File: config.mk
export PLATFORM = sky130hd
export DESIGN_NAME = rsw_ref_switch
export DESIGN_NICKNAME = d
export VERILOG_FILES = /design/src/include/rsw_pkg.sv /design/src/logic/rsw_ref_switch.sv
export VERILOG_INCLUDE_DIRS = /design/src /design/src/include
export SDC_FILE = /design/constraint.sdc
export NUM_CORES = 1
export LEC_CHECK = 0
export BUFFER_PORTS_ARGS = -buffer_cell sky130_fd_sc_hd__buf_2
export CORE_AREA = 8 8 118 120
export DETAILED_ROUTE_END_ITERATION = 7
export DIE_AREA = 0 0 126 128
export PLACE_DENSITY = 0.67
export SKIP_LAST_GASP = 1
export SYNTH_ARGS = -nofsm -noshare
export SYNTH_HDL_FRONTEND = slang
export SYNTH_SLANG_ARGS = --single-unit
File: constraint.sdc
create_clock -name clk -period 3.6 [get_ports clk]
set_clock_uncertainty 0.1 [all_clocks]
set_input_delay 0.18 -clock clk [delete_from_list [all_inputs] [get_ports clk]]
set_output_delay 0.18 -clock clk [all_outputs]
set_load 0.05 [all_outputs]
File: src/include/rsw_map.svh
// Register offsets, field positions, reset values and widths of the
// reference input switch. Assumes a byte-addressed register port.
`ifndef RSW_MAP_SVH
`define RSW_MAP_SVH

`define RSW_ADDR_W        8
`define RSW_DATA_W        32
`define RSW_DAC_W         10
`define RSW_DIV_W         10

`define RSW_OFS_CTRL      8'h00
`define RSW_OFS_DAC       8'h04
`define RSW_OFS_STAT      8'h08
`define RSW_OFS_TRACK     8'h0C

`define RSW_CTRL_MODE_LSB 0
`define RSW_CTRL_HOLD_EN  3
`define RSW_CTRL_FORCE    4
`define RSW_CTRL_LLD_DIS  5
`define RSW_CTRL_RAIL_EN  6
`define RSW_CTRL_PIN_INV  7
`define RSW_CTRL_DIR0     8
`define RSW_CTRL_DIR1     9
`define RSW_CTRL_REF_LSB  10
`define RSW_CTRL_TRACK    13
`define RSW_CTRL_DAC_FIXED_VALUE  14
`define RSW_DAC_DIV_LSB   16

`define RSW_MODE_RST      3'h0
`define RSW_REF_EN_RST    3'h7
`define RSW_DAC_FIX_RST   10'h200
`define RSW_DAC_DIV_RST   10'h001
`define RSW_SEL_HOLD      2'h3

`endif

File: src/include/rsw_pkg.sv
// Types shared by the reference input switch and its bench.
// Widths come from rsw_map.svh, which this file includes below.
`include "rsw_map.svh"

package rsw_pkg;

    typedef logic [2:0]             rsw_mode_t;
    typedef logic [1:0]             rsw_ref_t;
    typedef logic [`RSW_DAC_W-1:0]  rsw_dac_t;
    typedef logic [`RSW_DIV_W-1:0]  rsw_div_t;

    typedef enum logic {RSW_RUN, RSW_HOLD} rsw_hold_e;

    // Register port request
    typedef struct packed {
        logic [`RSW_ADDR_W-1:0] addr;
        logic [`RSW_DATA_W-1:0] wdata;
        logic                   wr;
        logic                   rd;
    } rsw_bus_req_s;

    // Software configuration
    typedef struct packed {
        rsw_mode_t  mode;
        logic       hold_en;
        logic       force_hold;
        logic       lld_dis;
        logic       rail_en;
        logic       pin_inv;
        logic       dir0_out;
        logic       dir1_out;
        logic [2:0] ref_en;
        logic       track_en;
        logic       dac_fixed_value;
        rsw_dac_t   dac_fixed;
        rsw_div_t   dac_div;
    } rsw_cfg_s;

    // Select pin group: input, output and output enable per pin
    typedef struct packed {
        logic [1:0] in;
        logic [1:0] out;
        logic [1:0] oe;
    } rsw_pins_s;

    typedef struct packed {
        rsw_cfg_s               cfg;
        rsw_hold_e              hold;
        rsw_ref_t               active;
        rsw_ref_t               pending;
        logic [1:0]             pins_prev;
        logic                   lock_prev;
        logic                   armed;
        logic                   hold_en_prev;
        rsw_div_t               div_cnt;
        rsw_dac_t               tracked;
        logic                   event_q;
        logic                   bad_mode;
        logic [`RSW_DATA_W-1:0] rdata;
    } rsw_state_s;

endpackage

File: src/logic/rsw_ref_switch.sv
// Reference input selection and holdover control for loop 1 of a
// dual-loop clock cleaner. Assumes a single 200 MHz clock, inputs
// synchronous to it, and a one-cycle pd1_tick per loop-1 comparison.
`timescale 1ns/100ps
`default_nettype none
`include "rsw_map.svh"

// Contract
// - Modes 0, 1, 2 always use input 0, 1, 2 as active.
// - Manual and pin modes run the selected buffer despite its enable bit.
// - Manual mode enters holdover on lock fall; exit checks selected input.
// - Mode 3: pins 00, 01, 10 pick inputs 0, 1, 2; 11 holdover.
// - In mode 3 any select pin change raises a switch event.
// - A select pin set as output reads as 0.
// - Invert bit flips both select pins before decoding.
// - Pin mode, holdover off: switch to new input at once.
// - Pin mode, holdover on: hold, then switch once exit is met.
// - Mode 4 picks enabled inputs in order 0, 1, 2 on events.
// - Entering auto modes keeps current input; host preselects manually.
// - Mode 4 lock fall raises event; lock must return before next one.
// - Tuning rail crossing with detection on enters holdover.
// - Mode 4 with holdover: hold, advance, exit when input qualifies.
// - Mode 4 without holdover: advance and keep until next event.
// - Mode 6 decodes pins: pin0 high input 0, 10 input 1, 00 input 2.
// - Mode 6 lock loss raises event; hold then exit, or switch direct.
// - Holdover tri-states the charge pump and drives a fixed tuning value.
// - Holdover is enabled by its mode bit; force bit holds manually.
// - Manual DAC bit selects fixed value; else tracking; rail conflicts.
// - Tracked value updates every divider ticks while tracking is on, outside holdover.
// - Lock detect reads low during holdover while locking continues.
// - Holdover ends on exit condition or holdover enable toggled off.
module rsw_ref_switch (
    // Clock and reset
    input  wire logic                   clk,
    input  wire logic                   arst_n,
    // Register port
    input  wire rsw_pkg::rsw_bus_req_s  bus_req,
    output logic [`RSW_DATA_W-1:0]      bus_rdata,
    // Select pins
    input  wire logic [1:0]             sel_pin_in,
    output logic [1:0]                  sel_pin_out,
    output logic [1:0]                  sel_pin_oe,
    // Loop 1 status
    input  wire logic                   loop1_lock_detect,
    input  wire logic                   hold_exit_ok,
    input  wire logic                   tune_rail_high,
    input  wire logic                   tune_rail_low,
    input  wire logic                   pd1_tick,
    input  wire rsw_pkg::rsw_dac_t      tune_sample,
    // Loop 1 control
    output logic [1:0]                  active_input,
    output logic [2:0]                  ref_buf_enable,
    output logic                        holdover_active,
    output logic                        loop1_lock_gated,
    output logic                        charge_pump_tristate,
    output logic                        dac_drive_enable,
    output rsw_pkg::rsw_dac_t           loop1_dac_value,
    output logic                        switch_event
);

    rsw_pkg::rsw_state_s st_reg;
    rsw_pkg::rsw_state_s st_next;

    rsw_pkg::rsw_cfg_s   cfg;
    logic [1:0]          pins;
    logic                manual_mode;
    logic                pin_mode;
    logic                auto_prio;
    logic                auto_pin;
    logic                lock_eff;
    logic                lock_fell;
    logic                pin_event;
    logic                auto_event;
    logic                manual_loss;
    logic                rail_hit;
    rsw_pkg::rsw_ref_t   pin_sel;
    rsw_pkg::rsw_ref_t   apin_sel;
    rsw_pkg::rsw_ref_t   prio_next;
    logic                has_next;
    logic [2:0]          active_1h;
    logic                div_hit;

    assign cfg = st_reg.cfg;

    // Next enabled input after the current one, walking 0, 1, 2 around
    function automatic logic [2:0] next_enabled(
        input rsw_pkg::rsw_ref_t cur,
        input logic [2:0]        en
    );
        logic [2:0]        res;
        rsw_pkg::rsw_ref_t cand;
        res = {1'b0, cur};
        for (int k = 2; k >= 0; k--) begin
            cand = rsw_pkg::rsw_ref_t'((32'(cur) + 32'(k) + 1) % 3);
            if (en[cand]) begin
                res = {1'b1, cand};
            end
        end
        return res;
    endfunction

    always_comb begin
        // Output-direction pins read as 0 after the polarity flip
        pins[0] = cfg.dir0_out ? 1'b0 : (sel_pin_in[0] ^ cfg.pin_inv);
        pins[1] = cfg.dir1_out ? 1'b0 : (sel_pin_in[1] ^ cfg.pin_inv);
    end

    assign manual_mode = (cfg.mode <= 3'h2);
    assign pin_mode    = (cfg.mode == 3'h3);
    assign auto_prio   = (cfg.mode == 3'h4);
    assign auto_pin    = (cfg.mode == 3'h6);

    // Lock as seen by switching logic is forced low in holdover
    assign lock_eff  = loop1_lock_detect & (st_reg.hold == rsw_pkg::RSW_RUN);
    assign lock_fell = st_reg.lock_prev & ~lock_eff;

    assign pin_sel  = pins;
    assign apin_sel = pins[0] ? 2'h0 : (pins[1] ? 2'h1 : 2'h2);

    assign {has_next, prio_next} = next_enabled(st_reg.active, cfg.ref_en);

    assign pin_event   = pin_mode & (pins != st_reg.pins_prev);
    // Loss events only count once lock has returned since the last one
    assign auto_event  = st_reg.armed & lock_fell
                         & ((auto_prio & ~cfg.lld_dis) | auto_pin);
    assign manual_loss = manual_mode & lock_fell & ~cfg.lld_dis;
    assign rail_hit    = cfg.rail_en & (tune_rail_high | tune_rail_low);

    always_comb begin
        active_1h = 3'h0;
        active_1h[st_reg.active] = 1'b1;
    end

    assign div_hit = pd1_tick & (st_reg.div_cnt >= cfg.dac_div - 1'b1);

    always_comb begin
        st_next = st_reg;
        st_next.event_q   = 1'b0;
        st_next.lock_prev = lock_eff;
        st_next.pins_prev = pins;
        st_next.hold_en_prev = cfg.hold_en;
        st_next.rdata     = '0;

        // Re-arm the switch logic once lock comes back
        if (lock_eff) begin
            st_next.armed = 1'b1;
        end

        // Register writes
        if (bus_req.wr) begin
            unique case (bus_req.addr)
                `RSW_OFS_CTRL: begin
                    st_next.cfg.mode =
                        bus_req.wdata[`RSW_CTRL_MODE_LSB +: 3];
                    st_next.cfg.hold_en  = bus_req.wdata[`RSW_CTRL_HOLD_EN];
                    st_next.cfg.force_hold = bus_req.wdata[`RSW_CTRL_FORCE];
                    st_next.cfg.lld_dis  = bus_req.wdata[`RSW_CTRL_LLD_DIS];
                    st_next.cfg.rail_en  = bus_req.wdata[`RSW_CTRL_RAIL_EN];
                    st_next.cfg.pin_inv  = bus_req.wdata[`RSW_CTRL_PIN_INV];
                    st_next.cfg.dir0_out = bus_req.wdata[`RSW_CTRL_DIR0];
                    st_next.cfg.dir1_out = bus_req.wdata[`RSW_CTRL_DIR1];
                    st_next.cfg.ref_en   =
                        bus_req.wdata[`RSW_CTRL_REF_LSB +: 3];
                    st_next.cfg.track_en = bus_req.wdata[`RSW_CTRL_TRACK];
                    st_next.cfg.dac_fixed_value  = bus_req.wdata[`RSW_CTRL_DAC_FIXED_VALUE];
                end
                `RSW_OFS_DAC: begin
                    st_next.cfg.dac_fixed = bus_req.wdata[`RSW_DAC_W-1:0];
                    st_next.cfg.dac_div   =
                        bus_req.wdata[`RSW_DAC_DIV_LSB +: `RSW_DIV_W];
                end
                default: begin
                end
            endcase
        end

        // Register reads, answered in the next cycle
        if (bus_req.rd) begin
            unique case (bus_req.addr)
                `RSW_OFS_CTRL: begin
                    st_next.rdata[`RSW_CTRL_MODE_LSB +: 3] = cfg.mode;
                    st_next.rdata[`RSW_CTRL_HOLD_EN]  = cfg.hold_en;
                    st_next.rdata[`RSW_CTRL_FORCE]    = cfg.force_hold;
                    st_next.rdata[`RSW_CTRL_LLD_DIS]  = cfg.lld_dis;
                    st_next.rdata[`RSW_CTRL_RAIL_EN]  = cfg.rail_en;
                    st_next.rdata[`RSW_CTRL_PIN_INV]  = cfg.pin_inv;
                    st_next.rdata[`RSW_CTRL_DIR0]     = cfg.dir0_out;
                    st_next.rdata[`RSW_CTRL_DIR1]     = cfg.dir1_out;
                    st_next.rdata[`RSW_CTRL_REF_LSB +: 3] = cfg.ref_en;
                    st_next.rdata[`RSW_CTRL_TRACK]    = cfg.track_en;
                    st_next.rdata[`RSW_CTRL_DAC_FIXED_VALUE]  = cfg.dac_fixed_value;
                end
                `RSW_OFS_DAC: begin
                    st_next.rdata[`RSW_DAC_W-1:0] = cfg.dac_fixed;
                    st_next.rdata[`RSW_DAC_DIV_LSB +: `RSW_DIV_W] =
                        cfg.dac_div;
                end
                `RSW_OFS_STAT: begin
                    st_next.rdata[1:0] = st_reg.active;
                    st_next.rdata[2]   = (st_reg.hold == rsw_pkg::RSW_HOLD);
                    st_next.rdata[3]   = lock_eff;
                    st_next.rdata[4]   = st_reg.bad_mode;
                    // Tracking cannot coexist with rail detection
                    st_next.rdata[5]   = cfg.track_en & ~cfg.dac_fixed_value
                                         & cfg.rail_en;
                    st_next.rdata[7:6] = st_reg.pending;
                end
                `RSW_OFS_TRACK: begin
                    st_next.rdata[`RSW_DAC_W-1:0] = st_reg.tracked;
                end
                default: begin
                end
            endcase
        end

        st_next.bad_mode = (cfg.mode == 3'h5) | (cfg.mode == 3'h7);

        // Active input selection per mode
        if (manual_mode) begin
            st_next.active  = cfg.mode[1:0];
            st_next.pending = cfg.mode[1:0];
        end else if (pin_mode) begin
            if (pin_event || st_reg.pins_prev != pins) begin
                st_next.pending = pin_sel;
                st_next.event_q = 1'b1;
                if (pin_sel != `RSW_SEL_HOLD && !cfg.hold_en) begin
                    st_next.active = pin_sel;
                end
            end
            if (lock_fell && !cfg.lld_dis) begin
                st_next.event_q = 1'b1;
            end
        end else if (auto_prio && auto_event) begin
            st_next.event_q = 1'b1;
            st_next.armed   = 1'b0;
            // No other enabled input leaves the current one in place
            if (has_next) begin
                st_next.active  = prio_next;
                st_next.pending = prio_next;
            end
        end else if (auto_pin && auto_event) begin
            st_next.event_q = 1'b1;
            st_next.armed   = 1'b0;
            st_next.pending = apin_sel;
            st_next.active  = apin_sel;
        end
        // Entering an auto mode keeps the active input untouched; modes 5
        // and 7 fall through every branch above.

        // Holdover state machine
        unique case (st_reg.hold)
            rsw_pkg::RSW_RUN: begin
                if (cfg.force_hold) begin
                    st_next.hold = rsw_pkg::RSW_HOLD;
                end else if (cfg.hold_en) begin
                    if (rail_hit) begin
                        st_next.hold = rsw_pkg::RSW_HOLD;
                    end else if (manual_loss) begin
                        st_next.hold = rsw_pkg::RSW_HOLD;
                    end else if (pin_event) begin
                        st_next.hold = rsw_pkg::RSW_HOLD;
                    end else if (pin_mode && lock_fell && !cfg.lld_dis) begin
                        st_next.hold = rsw_pkg::RSW_HOLD;
                    end else if (auto_event) begin
                        st_next.hold = rsw_pkg::RSW_HOLD;
                    end
                end
                if (pin_mode && pin_sel == `RSW_SEL_HOLD) begin
                    st_next.hold = rsw_pkg::RSW_HOLD;
                end
            end
            rsw_pkg::RSW_HOLD: begin
                if (cfg.force_hold) begin
                    st_next.hold = rsw_pkg::RSW_HOLD;
                end else if (pin_mode && pin_sel == `RSW_SEL_HOLD) begin
                    st_next.hold = rsw_pkg::RSW_HOLD;
                end else if (!cfg.hold_en) begin
                    // Turning holdover off is the host's way out
                    st_next.hold = rsw_pkg::RSW_RUN;
                    if (pin_mode) begin
                        st_next.active = pin_sel;
                    end
                end else if (hold_exit_ok) begin
                    st_next.hold = rsw_pkg::RSW_RUN;
                    if (pin_mode) begin
                        st_next.active = st_reg.pending;
                    end
                end
            end
        endcase

        // Tracked DAC pacing; frozen in holdover to keep the last good value
        if (cfg.track_en && pd1_tick) begin
            if (div_hit) begin
                st_next.div_cnt = '0;
                if (st_reg.hold == rsw_pkg::RSW_RUN) begin
                    st_next.tracked = tune_sample;
                end
            end else begin
                st_next.div_cnt = st_reg.div_cnt + 1'b1;
            end
        end
        if (!cfg.track_en) begin
            st_next.div_cnt = '0;
        end
    end

    always_ff @(posedge clk or negedge arst_n) begin
        if (!arst_n) begin
            st_reg <= '{
                cfg: '{
                    mode:       `RSW_MODE_RST,
                    hold_en:    1'b0,
                    force_hold: 1'b0,
                    lld_dis:    1'b0,
                    rail_en:    1'b0,
                    pin_inv:    1'b0,
                    dir0_out:   1'b0,
                    dir1_out:   1'b0,
                    ref_en:     `RSW_REF_EN_RST,
                    track_en:   1'b0,
                    dac_fixed_value:    1'b0,
                    dac_fixed:  `RSW_DAC_FIX_RST,
                    dac_div:    `RSW_DAC_DIV_RST
                },
                hold:         rsw_pkg::RSW_RUN,
                active:       2'h0,
                pending:      2'h0,
                pins_prev:    2'h0,
                lock_prev:    1'b0,
                armed:        1'b0,
                hold_en_prev: 1'b0,
                div_cnt:      '0,
                tracked:      '0,
                event_q:      1'b0,
                bad_mode:     1'b0,
                rdata:        '0
            };
        end else begin
            st_reg <= st_next;
        end
    end

    // Outputs
    assign bus_rdata       = st_reg.rdata;
    assign active_input    = st_reg.active;
    assign holdover_active = (st_reg.hold == rsw_pkg::RSW_HOLD);
    assign switch_event    = st_reg.event_q;

    // In manual and pin modes the selected buffer runs even if software disabled it
    assign ref_buf_enable = cfg.ref_en
                            | ((manual_mode | pin_mode) ? active_1h : 3'h0);

    assign loop1_lock_gated     = lock_eff;
    assign charge_pump_tristate = holdover_active;
    assign dac_drive_enable     = holdover_active;
    assign loop1_dac_value      = cfg.dac_fixed_value ? cfg.dac_fixed
                                              : st_reg.tracked;

    // Pins set as outputs report holdover status
    assign sel_pin_oe  = {cfg.dir1_out, cfg.dir0_out};
    assign sel_pin_out = {holdover_active, holdover_active};

endmodule
`default_nettype wire

Word-level counts from Yosys, hierarchy flattened
Index checks and enable logic that the tools add are counted.

Register bits: 91. Input port bits: 61. Output and inout port bits: 56. Word-level logic and storage cells: 160.

Add/sub/neg operators: 6. Divide/modulo/power cells: 3. $lt $le $gt $ge: 7. Equal/unequal tests: 15. Multiplexer cells: 64. Bitwise operators: 23. Reductions and logical operators: 18.

Operator list (count): 32-bit by 2-bit remainder unit with 32-bit output (second input constant) (3); 10-bit two-way mux (7); 32-bit by 1-bit adder with 32-bit output (second input constant) (1); 8-bit one-hot mux with 4 select lines (1); 1-bit two-way mux (27); 4-bit two-way mux (6); 20-bit two-way mux (1); 3-bit two-way mux (6); 8-bit by 4-bit equality test with 1-bit output (second input constant) (2); 2-bit two-way mux (8); 15-bit two-way mux (1); 1-bit AND (12); 3-bit equality test (second input constant) (4); 2-bit by 3-bit < comparator with 1-bit output (second input constant) (4); 10-bit by 1-bit adder with 10-bit output (second input constant) (1); 10-bit greater-or-equal comparator (1); 10-bit by 1-bit subtractor with 10-bit output (second input constant) (1); 1-bit logical AND (9); 8-bit by 3-bit equality test with 1-bit output (second input constant) (1); 8-bit zero test (1); 1-bit binary-select mux with 2-bit select (3); 2-bit one-hot mux with 3 select lines (1); 3-bit AND reduction (2); 5-bit two-way mux (1); other kinds (22) (32).

Longest topological paths before layout
Word-level depth: 18. Depth in mapped cells: 12. Mapped depth without buffers: 12.

Worst setup path before layout
OpenSTA, ideal clock, no wires.

Kind: register -> register. Start point: register st_reg (netlist bit cfg[5]). End point: register st_reg[34] (netlist name). Setup time: 0.125 ns. Arrival: 2.988 ns. Data required time: 3.375 ns. Path slack: 0.388 ns. Stages on the path, launching flop included: 12. Buffers on the path: 0. Period minus slack after synthesis: 3.212 ns. Cells stage by stage: dfrtp_1 or4_1 nor3_1 nand2_1 xor2_1 ha_1 a211oi_1 nand2_1 a211oi_1 o21ai_0 nand4_1 mux2_2.

Word-level cells in the longest chain between the ends: 4.

Ends and longest elaborated chain: from (decl) (RTL line rsw_ref_switch.sv:61) `rsw_pkg::rsw_state_s st_reg;`; from (signal assigned) (RTL line rsw_ref_switch.sv:310) `st_reg <= '{`; from (signal assigned) (RTL line rsw_ref_switch.sv:340) `st_reg <= st_next;`; 10-bit by 1-bit subtractor with 10-bit output (RTL line rsw_ref_switch.sv:134) `assign div_hit = pd1_tick & (st_reg.div_cnt >= cfg.dac_div - 1'b1);`; 10-bit greater-or-equal comparator (RTL line rsw_ref_switch.sv:134); 1-bit AND (RTL line rsw_ref_switch.sv:134); 3-bit AND reduction (no line).

Every way passes these cells. A chain may end at the register's enable or synchronous reset.

Worst setup path in the final report
Start point: register st_reg (netlist bit cfg[5]). End point: register st_reg[38] (netlist name).

The elaborated chain is that of the path after synthesis.

==> flow_summary_export.csv <==
group,metric,value,unit
drt,finalWirelength,13.5,mm
worst_setup_path,cp_max_fo,10,
drt,drt_iter0_drc,297,
yosys,synth_warnings,0,
timing,post-route-period-util,91.8,%
power,p_total,2.49,mW
placed_design,placed_area,5630,um^2
drt,drc,0,
worst_setup_path,ff2ff_path_depth,12,
timing,finalSetupViolations,0,
worst_setup_path,crit_required,3.73,ns
drt,dr.pass1.iters,4,
placed_design,hpwl,9.70,mm
worst_setup_path,crit_top_cell,"nand2_1",
cts,cts.sinks,91,
status,status,"complete, but fails checks",
yosys,synthFlopType,"dfrtp_1",
worst_setup_path,cp_slowest_stage_delay,0.60,ns
worst_setup_path,startpoint_type,"register",
cts,postCtsSetupRepairBufs,0,
worst_setup_path,crit_chain,"or4_1 -> nor3_2 -> nand2_1 -> xor2_1 -> ha_1 -> a211oi_1 -> nand2_1 -> a211oi_2 -> o21ai_0 -> nand4_1 -> buf_4 -> mux2_2",
worst_setup_path,r2r_slack,0.29,ns
finish,design_area,6280,um^2
finish,largest_register_ff_count,33,
yosys,synth_area_leaders,"dfrtp_1 (41%), mux2_2 (9.4%), buf_4 (5.7%)",
cts,clk_pin_slew_worst_paths,0.07,ns
finish,multi_input_area,2580,um^2
timing,clock.fmax,0.303,GHz
power,ir_drop,0.217,mV
cts,clkLatencyLatePin,0.34,ns
global_route,antenna_found_initial,0,
yosys,synthTopCellsByCount,"dfrtp_1 (86), mux2_2 (44), buf_4 (40)",
placed_design,port_buffers,102,
worst_setup_path,crit_type,"reg -> reg",
placed_design,place_inst,687,
global_route,grt_pass1_vias,4027,
drt,wl_per_cell,18.4,um
timing,holdWs,-0.00215,ns
yosys,async_flop_share,100,%
timing,relSlewSlack,44.3,%
finish,seq_area,2280,um^2
cts,cts_tree,"done",
floorplanning,fp.dieW,126,um
drt,ant_nets,0,
yosys,synth_edf_count,0,
yosys,yosysMostFrequentCell,"dfrtp_1",
global_route,grt-ovfl-total,0,
floorplanning,coreArea,12200,um^2
job,drv_cap,0,
placed_design,gp_congestion,0.810,
timing,fin_tns_setup,0,ns
timing,hold_viol,1,
timing,rsz0062_at_grt,"no",
min_path,whs_path_depth,2,
global_route,grt.total_usage,16.6,%
finish,antennaDiodeCount,0,
cts,clk_path_buf_depth,2,
finish,drive_above_1_share,33.2,%
global_route,grt_pass1_wl,21.2,mm
finish,fin_cells,734,
floorplanning,start_util,43.2,%
yosys,ys_seq_area_share,43.3,%
yosys,yosysTopAreaCell,"dfrtp_1",
cts,clock-root-buffer,"clkbuf_16",
yosys,avgSynthCellArea,10.8,um^2
worst_setup_path,endpoint_kind,"register",
yosys,netlist_instances,486,
worst_setup_path,worst_ep_arrival_time,3.43,ns
yosys,yosys.cell_types.count,66,
floorplanning,rows,41,
drt,avgViaCountPerCell,5.47,
yosys,netlist_area,5270,um^2
floorplanning,die_h,128,um
floorplanning,dieArea,16100,um^2
cts,h-tree-depth,3,
min_path,hold_class,"in -> reg",
timing,report.final.slew_viol_count,0,
yosys,synth.top_cell.area_share,40.8,%
global_route,grt_max_degree,65,
cts,cts_buffers,9,
drt,via_count,4017,
power,p_per_area,397,nW/um^2
finish,area_delta_synth_final,19.2,%
status,violations,"hold timing",
finish,fillers,1075,
power,leakagePower,3.19,nW
timing,worst_pin_slew,0.836,ns
worst_setup_path,slowest_stage,"or4_1",
yosys,synth-seq-cells,91,
timing,finalCriticalPeriod,3.31,ns
floorplanning,ios,117,
finish,fin_nets,657,
## timing repair
action | 4_1_cts | 5_1_grt
hold buffers | 31 | 0
hold endpoints to repair | 97 | 0
endpoints found under the setup margin | 0 | 10
gates resized for setup | 0 | 2
## layer usage
metal  up-vias  track usage, %  routed length (um)
li1       1897               -                   -
met3        21            4.28                 813
met2       121            26.2                6320
met5         -               0                   0
met4         0            6.30                 253
met1      1978            21.5                6130
## path summary, 6_finish.rpt
check                                startpoint                     end
max in group asynchronous                arst_n     cfg[22]$_DFFE_PN1P_
max reg2reg                  cfg[5]$_DFFE_PN0P_  st_reg[38]$_DFFE_PN0P_
min                                 bus_req[27]      cfg[9]$_DFFE_PN0P_
max                          cfg[5]$_DFFE_PN0P_  st_reg[38]$_DFFE_PN0P_
min reg2reg                st_reg[55]$_DFF_PN0_    st_reg[55]$_DFF_PN0_
min in group asynchronous                arst_n     cfg[18]$_DFFE_PN0P_
## kinds of logic (layout without fill, tap and decap cells)
group                      Yosys count  after routing  synth area share [%]
DFF                                 91             91                  43.3
and+or+nand+nor                    141            141                  15.0
xor gates and xnor gates            13             13                  2.16
adders and majority gates           17             17                  4.03
muxes                               67             67                  16.4
buffers and inverters               76            168                  8.45
other                                1              7                0.0711
AOI/OAI and AO/OA                   80             80                  10.6
## layout make-up
class / instances / share of cell area (%)
inverters: 16 / 0.956
clock inverters: 5 / 1.37
multi-input cells: 325 / 41.0
flip-flops and latches: 91 / 36.3
clock buffers: 11 / 3.86
well taps: 150 / 2.99
repair buffers: 136 / 13.5
## where the power goes
group	total [mW]	internal (mW)	switching (mW)
sequential	1.09	1.05	0.0437
clock	1.04	0.631	0.407
combinational	0.360	0.151	0.209
total	2.49	1.83	0.659
## cells in the final DEF (no fill, tap or decap), types with 4 or more instances in the layout
| cell type | n |
|---|---|
| clkbuf_16 | 9 |
| dfstp_2 | 5 |
| mux4_2 | 7 |
| nor3_1 | 6 |
| dfrtp_1 | 86 |
| a211oi_1 | 4 |
| a21oi_1 | 8 |
| nand2b_1 | 8 |
| buf_2 | 101 |
| nand2_1 | 27 |
| a31oi_1 | 7 |
| mux2_2 | 44 |
| ha_1 | 17 |
| mux2i_1 | 5 |
| or3_1 | 4 |
| a21boi_0 | 5 |
| nand3_1 | 13 |
| a21o_1 | 6 |
| nor4_1 | 4 |
| nand3b_1 | 4 |
| xnor2_1 | 10 |
| dlygate4sd3_1 | 31 |
| o211ai_1 | 4 |
| nor3b_1 | 4 |
| o22ai_1 | 6 |
| and2_1 | 15 |
| a22oi_1 | 4 |
| nor2_1 | 22 |
| mux2_4 | 10 |
| buf_4 | 4 |
| o21a_1 | 6 |
| inv_1 | 16 |
| conb_1 | 7 |
| o21ai_0 | 11 |
| and3_1 | 13 |
## stage by stage
| stage | setup slack [ns] | utilization, % |
|---|---|---|
| after floorplan | 0.388 | - |
| after global placement | 0.255 | 46.1 |
| after detailed placement | 0.170 | 46.1 |
| after CTS | 0.146 | 51.4 |
| after global routing | 0.0920 | 51.5 |
| final | 0.295 | 51.5 |
## critical path, delay by kind of cell, from the launching register on
kind,cells,cell delay (ns)
and+or+nand+nor,5,1.06
AOI/OAI and AO/OA,3,0.62
xor gates and xnor gates,1,0.15
adders and majority gates,1,0.29
DFF,1,0.42
muxes,1,0.36
buffers and inverters,1,0.20
No activity file was read; power rests on OpenSTA's default activity.
